[config.mk]
export PLATFORM = sky130hd
export DESIGN_NAME = pcg_clock_gen
export DESIGN_NICKNAME = d
export VERILOG_FILES = /design/src/pcg_pkg.sv /design/src/pcg_sync2.sv /design/src/pcg_clock_gen.sv
export SDC_FILE = /design/constraint.sdc
export NUM_CORES = 1
export LEC_CHECK = 0
export ABC_AREA = 1
export BUFFER_PORTS_ARGS = -buffer_cell sky130_fd_sc_hd__buf_2
export CORE_MARGIN = 2
export CORE_UTILIZATION = 55
export DETAILED_ROUTE_END_ITERATION = 8
export GPL_TIMING_DRIVEN = 1
export PLACE_DENSITY = 0.77
export SLEW_MARGIN = 20
export SYNTH_ARGS = -nofsm -noshare
export SYNTH_HDL_FRONTEND = slang
export SYNTH_SLANG_ARGS = --single-unit
[constraint.sdc]
create_clock -name clk -period 4.26 [get_ports clk]
set_input_delay 0.426 -clock clk [delete_from_list [all_inputs] [get_ports clk]]
set_output_delay 0.426 -clock clk [all_outputs]
set_load 0.05 [all_outputs]
[src/pcg_pkg.sv]
package pcg_pkg;

  // Register map
  localparam logic [15:0] PCG_CFG_ADDR = 16'h0058;

  // Reset values chosen by the three strap pins (one, two, three)
  localparam logic [15:0] PCG_RST_S000 = 16'h0000;
  localparam logic [15:0] PCG_RST_S001 = 16'h9007;
  localparam logic [15:0] PCG_RST_S010 = 16'h4007;
  localparam logic [15:0] PCG_RST_S100 = 16'h1007;
  localparam logic [15:0] PCG_RST_S110 = 16'hF007;
  localparam logic [15:0] PCG_RST_S111 = 16'h0000;
  localparam logic [15:0] PCG_RST_S101 = 16'hF000;
  localparam logic [15:0] PCG_RST_S011 = 16'h0000;

  // Multiplier field value with a special meaning
  localparam logic [3:0] PCG_MULT_SPECIAL = 4'hF;

  // Lock timer counts in units of two to this power clock cycles
  localparam int PCG_LOCK_SHIFT = 4;
  // Consecutive matching reference periods that count as lock
  localparam logic [2:0] PCG_LOCK_MATCHES = 3'h4;

  // Clock mode register layout, bit 15 first
  typedef struct packed {
    logic [3:0] mult;     // Ratio field, also /2 or /4 select in divider mode
    logic mult_hi;        // Upper ratio bank
    logic [7:0] lock_cnt; // Lock timer setting
    logic pll_sel;        // One selects PLL mode
    logic pll_on;         // PLL powered
    logic status;         // Read only: master clock runs from PLL
  } pcg_cfg_s;

  typedef enum logic [1:0] {
    PCG_ST_DIV  = 2'b00,
    PCG_ST_ACQ  = 2'b01,
    PCG_ST_WAIT = 2'b10,
    PCG_ST_RUN  = 2'b11
  } pcg_state_e;

endpackage

[src/pcg_sync2.sv]
`timescale 1ns/1ns
// Two-stage synchroniser for pin inputs
module pcg_sync2 #(
  parameter int WIDTH = 1
) (
  input wire logic clk,               // System clock
  input wire logic srst,              // Synchronous reset
  input wire logic [WIDTH-1:0] din,   // Asynchronous inputs
  output logic [WIDTH-1:0] dout       // Synchronised outputs
);
  logic [WIDTH-1:0] meta_q;

  // First stage feeds only the second
  always_ff @(posedge clk)
  begin
    if (srst)
    begin
      meta_q <= '0;
      dout <= '0;
    end
    else
    begin
      meta_q <= din;
      dout <= meta_q;
    end
  end
endmodule

[src/pcg_clock_gen.sv]
// Behaviour
// - Divider mode makes the master clock from the reference divided by two or four.
// - PLL mode multiplies the reference frequency by one of thirty-one ratios.
// - A started PLL acquires lock first, then keeps tracking the reference.
// - A lock timer delays the switch onto the PLL output until lock.
// - In divider mode the PLL can be switched fully off to save power.
// - One 16-bit memory-mapped clock mode register at address 0058h.
// - At reset the mode register loads a value set only by three straps.
// - Straps 000 load 0000h: divide by two, PLL and oscillator off.
// - Straps 001 load 9007h: PLL times ten, oscillator on.
// - Straps 010 load 4007h: PLL times five, oscillator on.
// - Straps 100 load 1007h: PLL times two, oscillator on.
// - Straps 110 load F007h: PLL times one, oscillator on.
// - Straps 111 load 0000h: divide by two, PLL off, oscillator on.
// - Straps 101 load F000h: divide by four, PLL off, oscillator on.
// - Straps are sampled while the active-low reset pin is low.
// - After reset software may rewrite the clock mode register.
// - Oscillator enable follows straps always; other settings stay untouched.
`timescale 1ns/1ns
module pcg_clock_gen
  import pcg_pkg::*;
#(
  parameter int PER_W = 16,  // Width of the reference period counter
  parameter int ACC_W = 17   // Width of the synthesis accumulator
) (
  input wire logic clk,                   // System clock, 125 MHz
  input wire logic srst,                  // Synchronous reset, active high
  input wire logic reference_clock_input, // Reference clock pin
  input wire logic reset_n,               // Device reset pin, active low
  input wire logic mode_strap_pin_one,    // Mode strap 1
  input wire logic mode_strap_pin_two,    // Mode strap 2
  input wire logic mode_strap_pin_three,  // Mode strap 3
  input wire logic [15:0] mem_addr,       // Memory-mapped address
  input wire logic mem_wr,                // Write strobe
  input wire logic mem_rd,                // Read strobe
  input wire logic [15:0] mem_wdata,      // Write data
  output logic [15:0] mem_rdata,          // Read data, one cycle later
  output logic master_clk,                // Master clock
  output logic osc_enable,                // Crystal oscillator enable
  output logic crystal_drive_pin,         // Oscillator drive
  output logic pll_power,                 // PLL powered
  output logic pll_locked                 // PLL lock indication
);

  // Pin synchronisers
  logic [4:0] pins_s;
  pcg_sync2 #(.WIDTH(5)) u_sync (
    .clk(clk),
    .srst(srst),
    .din({reference_clock_input, reset_n, mode_strap_pin_one, mode_strap_pin_two, mode_strap_pin_three}),
    .dout(pins_s)
  );

  wire ref_s = pins_s[4];
  wire rstn_s = pins_s[3];
  wire [2:0] strap_s = pins_s[2:0];

  // Strap pattern to reset value
  function automatic logic [15:0] strap_value(input logic [2:0] s);
    case (s)
      3'b000: strap_value = PCG_RST_S000;
      3'b001: strap_value = PCG_RST_S001;
      3'b010: strap_value = PCG_RST_S010;
      3'b100: strap_value = PCG_RST_S100;
      3'b110: strap_value = PCG_RST_S110;
      3'b111: strap_value = PCG_RST_S111;
      3'b101: strap_value = PCG_RST_S101;
      default: strap_value = PCG_RST_S011; // Bypass unsupported
    endcase
  endfunction

  logic [15:0] cfg_q;
  logic ref_d_q;
  logic [PER_W-1:0] per_cnt_q;
  logic [PER_W-1:0] period_q;
  logic [2:0] match_q;
  logic [ACC_W-1:0] acc_q;
  logic pll_clk_q;
  logic div_clk_q;
  logic div_ph_q;
  pcg_state_e state_q;
  pcg_state_e state_d;
  logic [11:0] timer_q;
  logic src_pll_q;
  logic pins_d_q;

  // Register decode
  pcg_cfg_s cfg;
  assign cfg = pcg_cfg_s'(cfg_q);
  wire cfg_hit = (mem_addr == PCG_CFG_ADDR);
  wire cfg_wr = mem_wr & cfg_hit;
  wire cfg_rd = mem_rd & cfg_hit;
  wire [15:0] rd_val = {cfg_q[15:1], src_pll_q};

  // Ratio decode: 1..15, 17..31 and 16, with F meaning one in the low bank and 16 in the upper
  wire mult_sp = (cfg.mult == PCG_MULT_SPECIAL);
  wire [4:0] ratio_lo = mult_sp ? 5'h01 : {1'b0, cfg.mult} + 5'h01;
  wire [4:0] ratio_hi = mult_sp ? 5'h10 : {1'b0, cfg.mult} + 5'h11;
  wire [4:0] ratio = cfg.mult_hi ? ratio_hi : ratio_lo;
  wire div_by4 = mult_sp;

  // Reference edge and period difference
  wire ref_rise = ref_s & ~ref_d_q;
  wire [PER_W-1:0] per_new = per_cnt_q + {{(PER_W-1){1'b0}}, 1'b1};
  wire [PER_W-1:0] per_diff = (per_new > period_q) ? per_new - period_q : period_q - per_new;
  wire per_match = (per_diff <= {{(PER_W-1){1'b0}}, 1'b1});
  wire locked = (match_q == PCG_LOCK_MATCHES);

  // Synthesis accumulator step
  wire [ACC_W-1:0] inc = ACC_W'({ratio, 1'b0});
  wire [ACC_W-1:0] sum = acc_q + inc;
  wire [ACC_W-1:0] per_ext = ACC_W'(period_q);
  wire nco_wrap = (sum >= per_ext);

  // Lock timer target and mode wishes
  wire [11:0] lock_wait = {cfg.lock_cnt, PCG_LOCK_SHIFT'(0)};
  wire want_pll = cfg.pll_sel & cfg.pll_on;
  wire use_pll = (state_q == PCG_ST_RUN);

  // Glitch-free source selection
  wire cur_val = src_pll_q ? pll_clk_q : div_clk_q;
  wire new_val = use_pll ? pll_clk_q : div_clk_q;
  wire sw_pend = (use_pll != src_pll_q);
  wire sw_now = sw_pend & ~master_clk & ~new_val;

  // Mode register: strap load while reset pin low, else software writes
  always_ff @(posedge clk)
  begin
    if (srst)
      cfg_q <= '0;
    else if (!rstn_s)
      cfg_q <= strap_value(strap_s);
    else if (cfg_wr)
      cfg_q <= {mem_wdata[15:1], 1'b0};
  end

  // Read port
  always_ff @(posedge clk)
  begin
    if (srst)
      mem_rdata <= '0;
    else
      mem_rdata <= cfg_rd ? rd_val : 16'h0000;
  end

  // Oscillator follows straps regardless of reset pin
  always_ff @(posedge clk)
  begin
    if (srst)
    begin
      osc_enable <= 1'b0;
      crystal_drive_pin <= 1'b0;
    end
    else
    begin
      osc_enable <= (strap_s != 3'b000);
      crystal_drive_pin <= (strap_s != 3'b000) & ~ref_s;
    end
  end

  // Reference period measurement and lock detection
  always_ff @(posedge clk)
  begin
    if (srst || !cfg.pll_on)
    begin
      ref_d_q <= 1'b0;
      per_cnt_q <= '0;
      period_q <= '0;
      match_q <= '0;
    end
    else
    begin
      ref_d_q <= ref_s;
      if (ref_rise)
      begin
        per_cnt_q <= '0;
        period_q <= per_new; // Tracks the reference
        if (!per_match)
          match_q <= '0;
        else if (!locked)
          match_q <= match_q + 3'h1;
      end
      else if (per_cnt_q != '1)
        per_cnt_q <= per_new;
    end
  end

  // Frequency synthesis: output toggles ratio*2 times per reference period
  always_ff @(posedge clk)
  begin
    if (srst || !cfg.pll_on || !locked)
    begin
      acc_q <= '0;
      pll_clk_q <= 1'b0;
    end
    else if (nco_wrap)
    begin
      acc_q <= sum - per_ext;
      pll_clk_q <= ~pll_clk_q;
    end
    else
      acc_q <= sum;
  end

  // Divider: toggle every edge for /2, every second edge for /4
  always_ff @(posedge clk)
  begin
    if (srst)
    begin
      div_clk_q <= 1'b0;
      div_ph_q <= 1'b0;
    end
    else
    begin
      if (ref_s & ~pins_d_q)
      begin
        div_ph_q <= ~div_ph_q;
        if (!div_by4 || div_ph_q)
          div_clk_q <= ~div_clk_q;
      end
    end
  end

  // Own edge history for the divider, valid while the PLL is off
  always_ff @(posedge clk)
  begin
    if (srst)
      pins_d_q <= 1'b0;
    else
      pins_d_q <= ref_s;
  end

  // Mode sequencer: divider, acquire, lock timer, PLL
  always_comb
  begin
    state_d = state_q;
    case (state_q)
      PCG_ST_DIV:
        if (want_pll)
          state_d = PCG_ST_ACQ;
      PCG_ST_ACQ:
        if (!want_pll)
          state_d = PCG_ST_DIV;
        else if (locked)
          state_d = PCG_ST_WAIT;
      PCG_ST_WAIT:
        if (!want_pll)
          state_d = PCG_ST_DIV;
        else if (locked && timer_q >= lock_wait)
          state_d = PCG_ST_RUN;
      PCG_ST_RUN:
        if (!want_pll)
          state_d = PCG_ST_DIV;
      default:
        state_d = PCG_ST_DIV;
    endcase
  end

  always_ff @(posedge clk)
  begin
    if (srst)
    begin
      state_q <= PCG_ST_DIV;
      timer_q <= '0;
    end
    else
    begin
      state_q <= state_d;
      if (state_q == PCG_ST_DIV)
        timer_q <= '0;
      else if (timer_q != '1)
        timer_q <= timer_q + 12'h001;
    end
  end

  // Master clock mux, switching only while the output and the new source are low
  always_ff @(posedge clk)
  begin
    if (srst)
    begin
      src_pll_q <= 1'b0;
      master_clk <= 1'b0;
    end
    else if (sw_now)
    begin
      src_pll_q <= use_pll;
      master_clk <= 1'b0;
    end
    else if (sw_pend && !master_clk)
      master_clk <= 1'b0;
    else
      master_clk <= cur_val;
  end

  // PLL power and lock outputs
  always_ff @(posedge clk)
  begin
    if (srst)
    begin
      pll_power <= 1'b0;
      pll_locked <= 1'b0;
    end
    else
    begin
      pll_power <= cfg.pll_on;
      pll_locked <= locked;
    end
  end
endmodule

Word level (Yosys, flattened, before mapping)
Index checks and enable logic that the tools add are counted.
{"block": "op_classes", "addsub": 9, "order_cmp": 4, "eq_ne": 20, "n_mux": 19, "n_bitwise": 17, "n_reduce_logical": 18}
{"op": "one-hot mux 16 bit (5 select lines)", "n": 1}
{"op": "two-way mux 16 bit", "n": 3}
{"op": "subtractor 16 bit", "n": 2}
{"op": "adder 17 x 6 -> 17 bit", "n": 1}
{"op": ">= comparator 17 x 16 -> 1 bit", "n": 1}
{"op": "two-way mux 17 bit", "n": 1}
{"op": "subtractor 17 x 16 -> 17 bit", "n": 1}
{"op": "adder 16 x 1 -> 16 bit (second input constant)", "n": 1}
{"op": "== test 16 x 7 -> 1 bit (second input constant)", "n": 1}
{"op": "> comparator 16 bit", "n": 1}
{"op": "<= comparator 16 x 1 -> 1 bit (second input constant)", "n": 1}
{"op": "!= test 16 bit (second input constant)", "n": 1}
{"op": "two-way mux 5 bit", "n": 3}
{"op": "adder 12 x 1 -> 12 bit (second input constant)", "n": 1}
{"op": "== test 3 bit (second input constant)", "n": 4}
{"op": ">= comparator 12 bit", "n": 1}
{"op": "two-way mux 2 bit", "n": 6}
{"op": "!= test 12 bit (second input constant)", "n": 1}
{"op": "NOT 1 bit", "n": 9}
{"op": "bitwise AND 1 bit", "n": 8}
{"op": "!= test 2 bit (second input constant)", "n": 4}
{"op": "one-hot mux 2 bit (4 select lines)", "n": 1}
{"op": "two-way mux 3 bit", "n": 2}
{"op": "!= test 3 bit (second input constant)", "n": 2}
{"op": "other kinds (19)", "n": 30}
{"block": "totals", "ff_bits": 119, "out_inout_bits": 21, "wordCells": 108}

Longest topological paths before layout
{"block": "logic_depth", "depth_word": 6, "depth_mapped": 29, "ltp_nobuf": 28}

Modules after synthesis
Synthesis repeated with hierarchy kept, for this count alone.
{"block": "hier_totals", "cells_unflattened": 1204, "hier_area_um2": 7897.6}
{"module": "pcg_clock_gen", "instances": 1, "cells_each": 1173, "area_each_um2": 7611.0, "seq_area_each_um2": 2162.1}
{"module": "pcg_sync2", "instances": 1, "cells_each": 31, "area_each_um2": 286.5, "seq_area_each_um2": 200.2}

Worst setup path before layout
No wires, ideal clock.
{"block": "synth_timing", "path_kind": "register to register", "from": "reg cfg_q[12], in the netlist cfg[12]", "to": "reg acc_q[13]", "arrival_time_ps": 3984, "required_ps": 4144, "path_slack_ps": 160, "path_stages_with_launch": 28, "n_path_buf": 1, "period_less_slack_ps": 4100, "cell_sequence": "dfxtp_1 -> ha_1 -> nand2_1 -> nor2_1 -> nand2_1 -> o21ai_0 -> ha_1 -> inv_1 -> fa_1 -> o21ai_1 -> nand2_1 -> a21oi_1 -> nand2_1 -> nor2_1 -> nand3_1 -> nor2_1 -> nand3_1 -> xor2_1 -> inv_1 -> ha_1 -> inv_1 -> nor3_1 -> a31oi_1 -> a21boi_2 -> nand2_2 -> buf_4 -> nor2_1 -> nor2_1"}
{"block": "synth_between", "elab_chain_len": 6}
{"item": "from (decl)", "line_no": "pcg_clock_gen.sv:72", "rtl": "logic [15:0] cfg_q;"}
{"item": "from (signal assigned)", "line_no": "pcg_clock_gen.sv:132", "rtl": "cfg_q <= strap_value(strap_s);"}
{"item": "from (signal assigned)", "line_no": "pcg_clock_gen.sv:134", "rtl": "cfg_q <= {mem_wdata[15:1], 1'b0};"}
{"item": "adder 4 x 5 -> 5 bit, or another cell as far along", "line_no": "pcg_clock_gen.sv:98", "rtl": "wire [4:0] ratio_hi = mult_sp ? 5'h10 : {1'b0, cfg.mult} + 5'h11;"}
{"item": "two-way mux 5 bit, on equally long branches", "line_no": "pcg_clock_gen.sv:98, pcg_clock_gen.sv:97"}
{"item": "two-way mux 5 bit (*)", "line_no": "pcg_clock_gen.sv:99", "rtl": "wire [4:0] ratio = cfg.mult_hi ? ratio_hi : ratio_lo;"}
{"item": "adder 17 x 6 -> 17 bit (*)", "line_no": "pcg_clock_gen.sv:111", "rtl": "wire [ACC_W-1:0] sum = acc_q + inc;"}
{"item": "subtractor 17 x 16 -> 17 bit / >= comparator 17 x 16 -> 1 bit (equally long branches)", "line_no": "pcg_clock_gen.sv:198, pcg_clock_gen.sv:113"}
{"item": "two-way mux 17 bit (*)", "line_no": "pcg_clock_gen.sv:196", "rtl": "else if (nco_wrap)"}
{"item": "to (signal assigned)", "line_no": "pcg_clock_gen.sv:198", "rtl": "acc_q <= sum - per_ext;"}
{"item": "to (signal assigned)", "line_no": "pcg_clock_gen.sv:202", "rtl": "acc_q <= sum;"}
{"item": "to (decl)", "line_no": "pcg_clock_gen.sv:77", "rtl": "logic [ACC_W-1:0] acc_q;"}
Mark *: on every way between the ends. The rest lies on a longest branch, timed or not.
A chain may end at the register's enable or synchronous reset.

Worst setup path after layout
{"block": "layout_timing", "from": "reg cfg_q[13], in the netlist cfg[13]", "to": "reg acc_q[9]"}
The elaborated chain is that of the path after synthesis.

==> impl_metrics.json <==
{
  "clkLatencyLatePin_ns": 0.43,
  "cts_sinks": 118,
  "r2r-end": "acc_q[9]",
  "clock_skew_ns": 0.007900,
  "fin_ws_ns": 0.1163,
  "slew_headroom_pct": 33.22,
  "fin_nets": 1392,
  "drive_gt1_share_pct": 15.07,
  "crit_cells": 27,
  "drt_iter0_drc": 476,
  "grt_pass1_wl_um": 31660,
  "worst_pin_slew_ns": 1.001,
  "power_leakage_nw": 4.771,
  "pre_cts_slack_ns": -0.1221,
  "setup_viol": 0,
  "hold_viol": 0,
  "synth.distinct_cells": 50,
  "slowest_stage": "dfxtp_2",
  "min_from": "mode_strap_pin_two",
  "async_flop_share_pct": 0,
  "synth_edf_count": 0,
  "synth.avg_cell_area_um2": 6.644,
  "hold_depth": 3,
  "worstSetupStartpointType": "register",
  "ant_nets": 0,
  "peakVddDrop_mv": 0.2858,
  "min_to": "u_sync.meta_q[1]",
  "grt_use_total_pct": 26.14,
  "cts_tree": "done",
  "cts.clk_slew.worst_paths_ns": 0.06,
  "grt_pass1_vias": 6971,
  "finalCritPeriodShare_pct": 97.27,
  "grt_antenna_before_repair": 0,
  "critPathBufInv": 3,
  "port_buffers": 60,
  "cts_buffers": 17,
  "root_buffer": "clkbuf_16",
  "fin_crit_ns": 4.144,
  "power_density_nw_per_um2": 305.5,
  "drc": 0,
  "worst-r2r-setup-slack_ns": 0.12,
  "overflow": 0,
  "status": "finished clean",
  "grt_max_degree": 31,
  "fill_cells": 1191,
  "fmax_mhz": 241.3,
  "synth_ff_type": "dfxtp_1",
  "crit_arrival_ns": 4.51,
  "rr_worst_depth": 27,
  "max_stage_delay_ns": 0.37,
  "die_h_um": 124.1,
  "min_path_type": "in2reg",
  "crit_fanout": 5,
  "cp-startpoint": "cfg[13]",
  "htreeDepth": 4,
  "syn_area_um2": 7933,
  "io_pins": 62,
  "die_x_um": 124.1,
  "routed_wl_um": 20620,
  "ys.warnings.count": 0,
  "area_growth_pct": 18.47,
  "worstReg2RegStart": "cfg[13]",
  "antenna_cells": 0,
  "drv_cap": 0,
  "cp.required_ns": 4.62,
  "vias": 7799,
  "core_um2": 13990,
  "yosysSeqAreaShare_pct": 29.78,
  "routed_via_density": 5.291,
  "wire_per_inst_um": 13.99,
  "die_area_um2": 15400,
  "fp-row-count": 43,
  "dp.final_hpwl_um": 14650,
  "report.final.slew_viol_count": 0,
  "rsz0062_at_grt": "yes",
  "cp-end-kind": "register",
  "clock_path_buffers": 2,
  "drt_pre_antenna_iters": 7,
  "synth_nets": 1305,
  "place_congestion": 0.9806,
  "synth_seq_cells": 118,
  "start_util_pct": 56.71,
  "syn_inst": 1194,
  "crit_type": "reg2reg",
  "final_util_pct": 67.18,
  "cp_top_family": "simple AND/OR/NAND/NOR gates",
  "cts_hold_buf": 0
}
final cells by class:
cell class	instances	area, µm²	share of cell area (%)
Inverter	219	827.0	8.800
Timing Repair Buffer	79	446.7	4.753
Tap cell	180	225.2	2.396
Multi-Input combinational cell	846	4952	52.70
Sequential cell	118	2366	25.18
Clock buffer	18	439.2	4.673
Clock inverter	14	141.4	1.504
tightest hold or removal path, cell delays in order:
cell    delay, ns
buf_2        0.08
inv_1        0.03
nor2_1       0.06
report_power, final:
| part | switching [mW] | internal [mW] | total (mW) |
|---|---|---|---|
| combinational | 0.204 | 0.119 | 0.323 |
| clock | 0.587 | 0.833 | 1.42 |
| sequential | 0.0108 | 1.12 | 1.13 |
sequential cells by signal (all words and copies together), names as in the netlist, 2 cells and up:
signal / cells
timer_q: 12
per_cnt_q: 16
cfg: 15
state_q: 2
mem_rdata: 16
acc_q: 17
match_q: 3
u_sync.meta_q: 5
u_sync.dout: 5
period_q: 16
per-stage QoR:
step	setup TNS, ns	cells	total power, mW	instance area [µm²]	hold WS, ns
after floorplan	0	1194	1.350	7933	0.3883
after global placement	0	1427	1.408	8444	0.3899
after detailed placement	-1.531	1427	1.412	8444	0.3944
after CTS	0	1464	2.845	9101	0.1986
after global routing	-1.210	1474	2.958	9398	0.2028
final	0	1474	2.871	9398	0.2024
synthesized netlist by cell type, types with 2 or more instances:
library cell / instances / area [µm²]
a211oi_1: 4 / 30.03
a21o_1: 2 / 15.01
a21oi_1: 84 / 420.4
a221oi_1: 3 / 26.28
a31oi_1: 8 / 50.05
buf_2: 2 / 10.01
clkbuf_1: 11 / 41.29
dfxtp_1: 118 / 2362
fa_1: 4 / 80.08
ha_1: 66 / 825.8
inv_1: 215 / 807.0
inv_2: 3 / 11.26
nand2_1: 270 / 1013
nand2_2: 11 / 68.82
nand2_4: 4 / 45.04
nand3_1: 61 / 305.3
nand3_2: 2 / 20.02
nand3b_1: 2 / 15.01
nand4_1: 20 / 125.1
nor2_1: 140 / 525.5
nor2_2: 5 / 31.28
nor2_4: 2 / 22.52
nor2_8: 2 / 40.04
nor3_1: 8 / 40.04
nor4_1: 4 / 25.02
o2111ai_1: 2 / 17.52
o21ai_0: 54 / 270.3
o21ai_1: 6 / 30.03
o21bai_1: 4 / 30.03
o22ai_1: 16 / 100.1
or2_2: 4 / 25.02
xnor2_1: 8 / 70.07
xor2_1: 32 / 280.3
repair_timing:
action,in CTS,in global routing
setup endpoints to repair,18,21
gates resized for setup,11,55
pin swaps,5,24
setup buffers,2,9
cloned,3,1
cell usage in the layout, fill, tap and decap left out, drive strengths merged, types with 8 or more instances in the layout:
cell type    n
ha          66
nand4       20
buf         79
clkbuf      18
nor2       152
o21ai       61
nand3       64
nor3         9
nand2      286
o22ai       16
a31oi        8
inv        225
xor2        32
dfxtp      118
a21oi       85
xnor2        8
cell families after synthesis:
| kind of cell | synth area share (%) |
|---|---|
| flops | 29.78 |
| simple gates | 29.72 |
| xor+xnor | 4.416 |
| buf+inv | 11.32 |
| compound gates | 13.34 |
| fa+ha+maj | 11.42 |
worst max path at each step:
stage                     end  slack (ns)
floorplan           acc_q[13]        0.16
global placement     acc_q[9]        0.04
detailed placement  acc_q[13]       -0.12
CTS                 acc_q[12]       0.002
global route         acc_q[7]       -0.13
finish               acc_q[9]        0.12
per-layer routing:
metal,up-vias,part of all wire (%),GRT usage (%)
li1,3987,-,-
met1,3542,45,33.74
met2,220,47,43.55
met3,50,5.9,5.540
met4,0,2.6,8.287
met5,-,0,0
No activity file was read; power rests on OpenSTA's default activity.
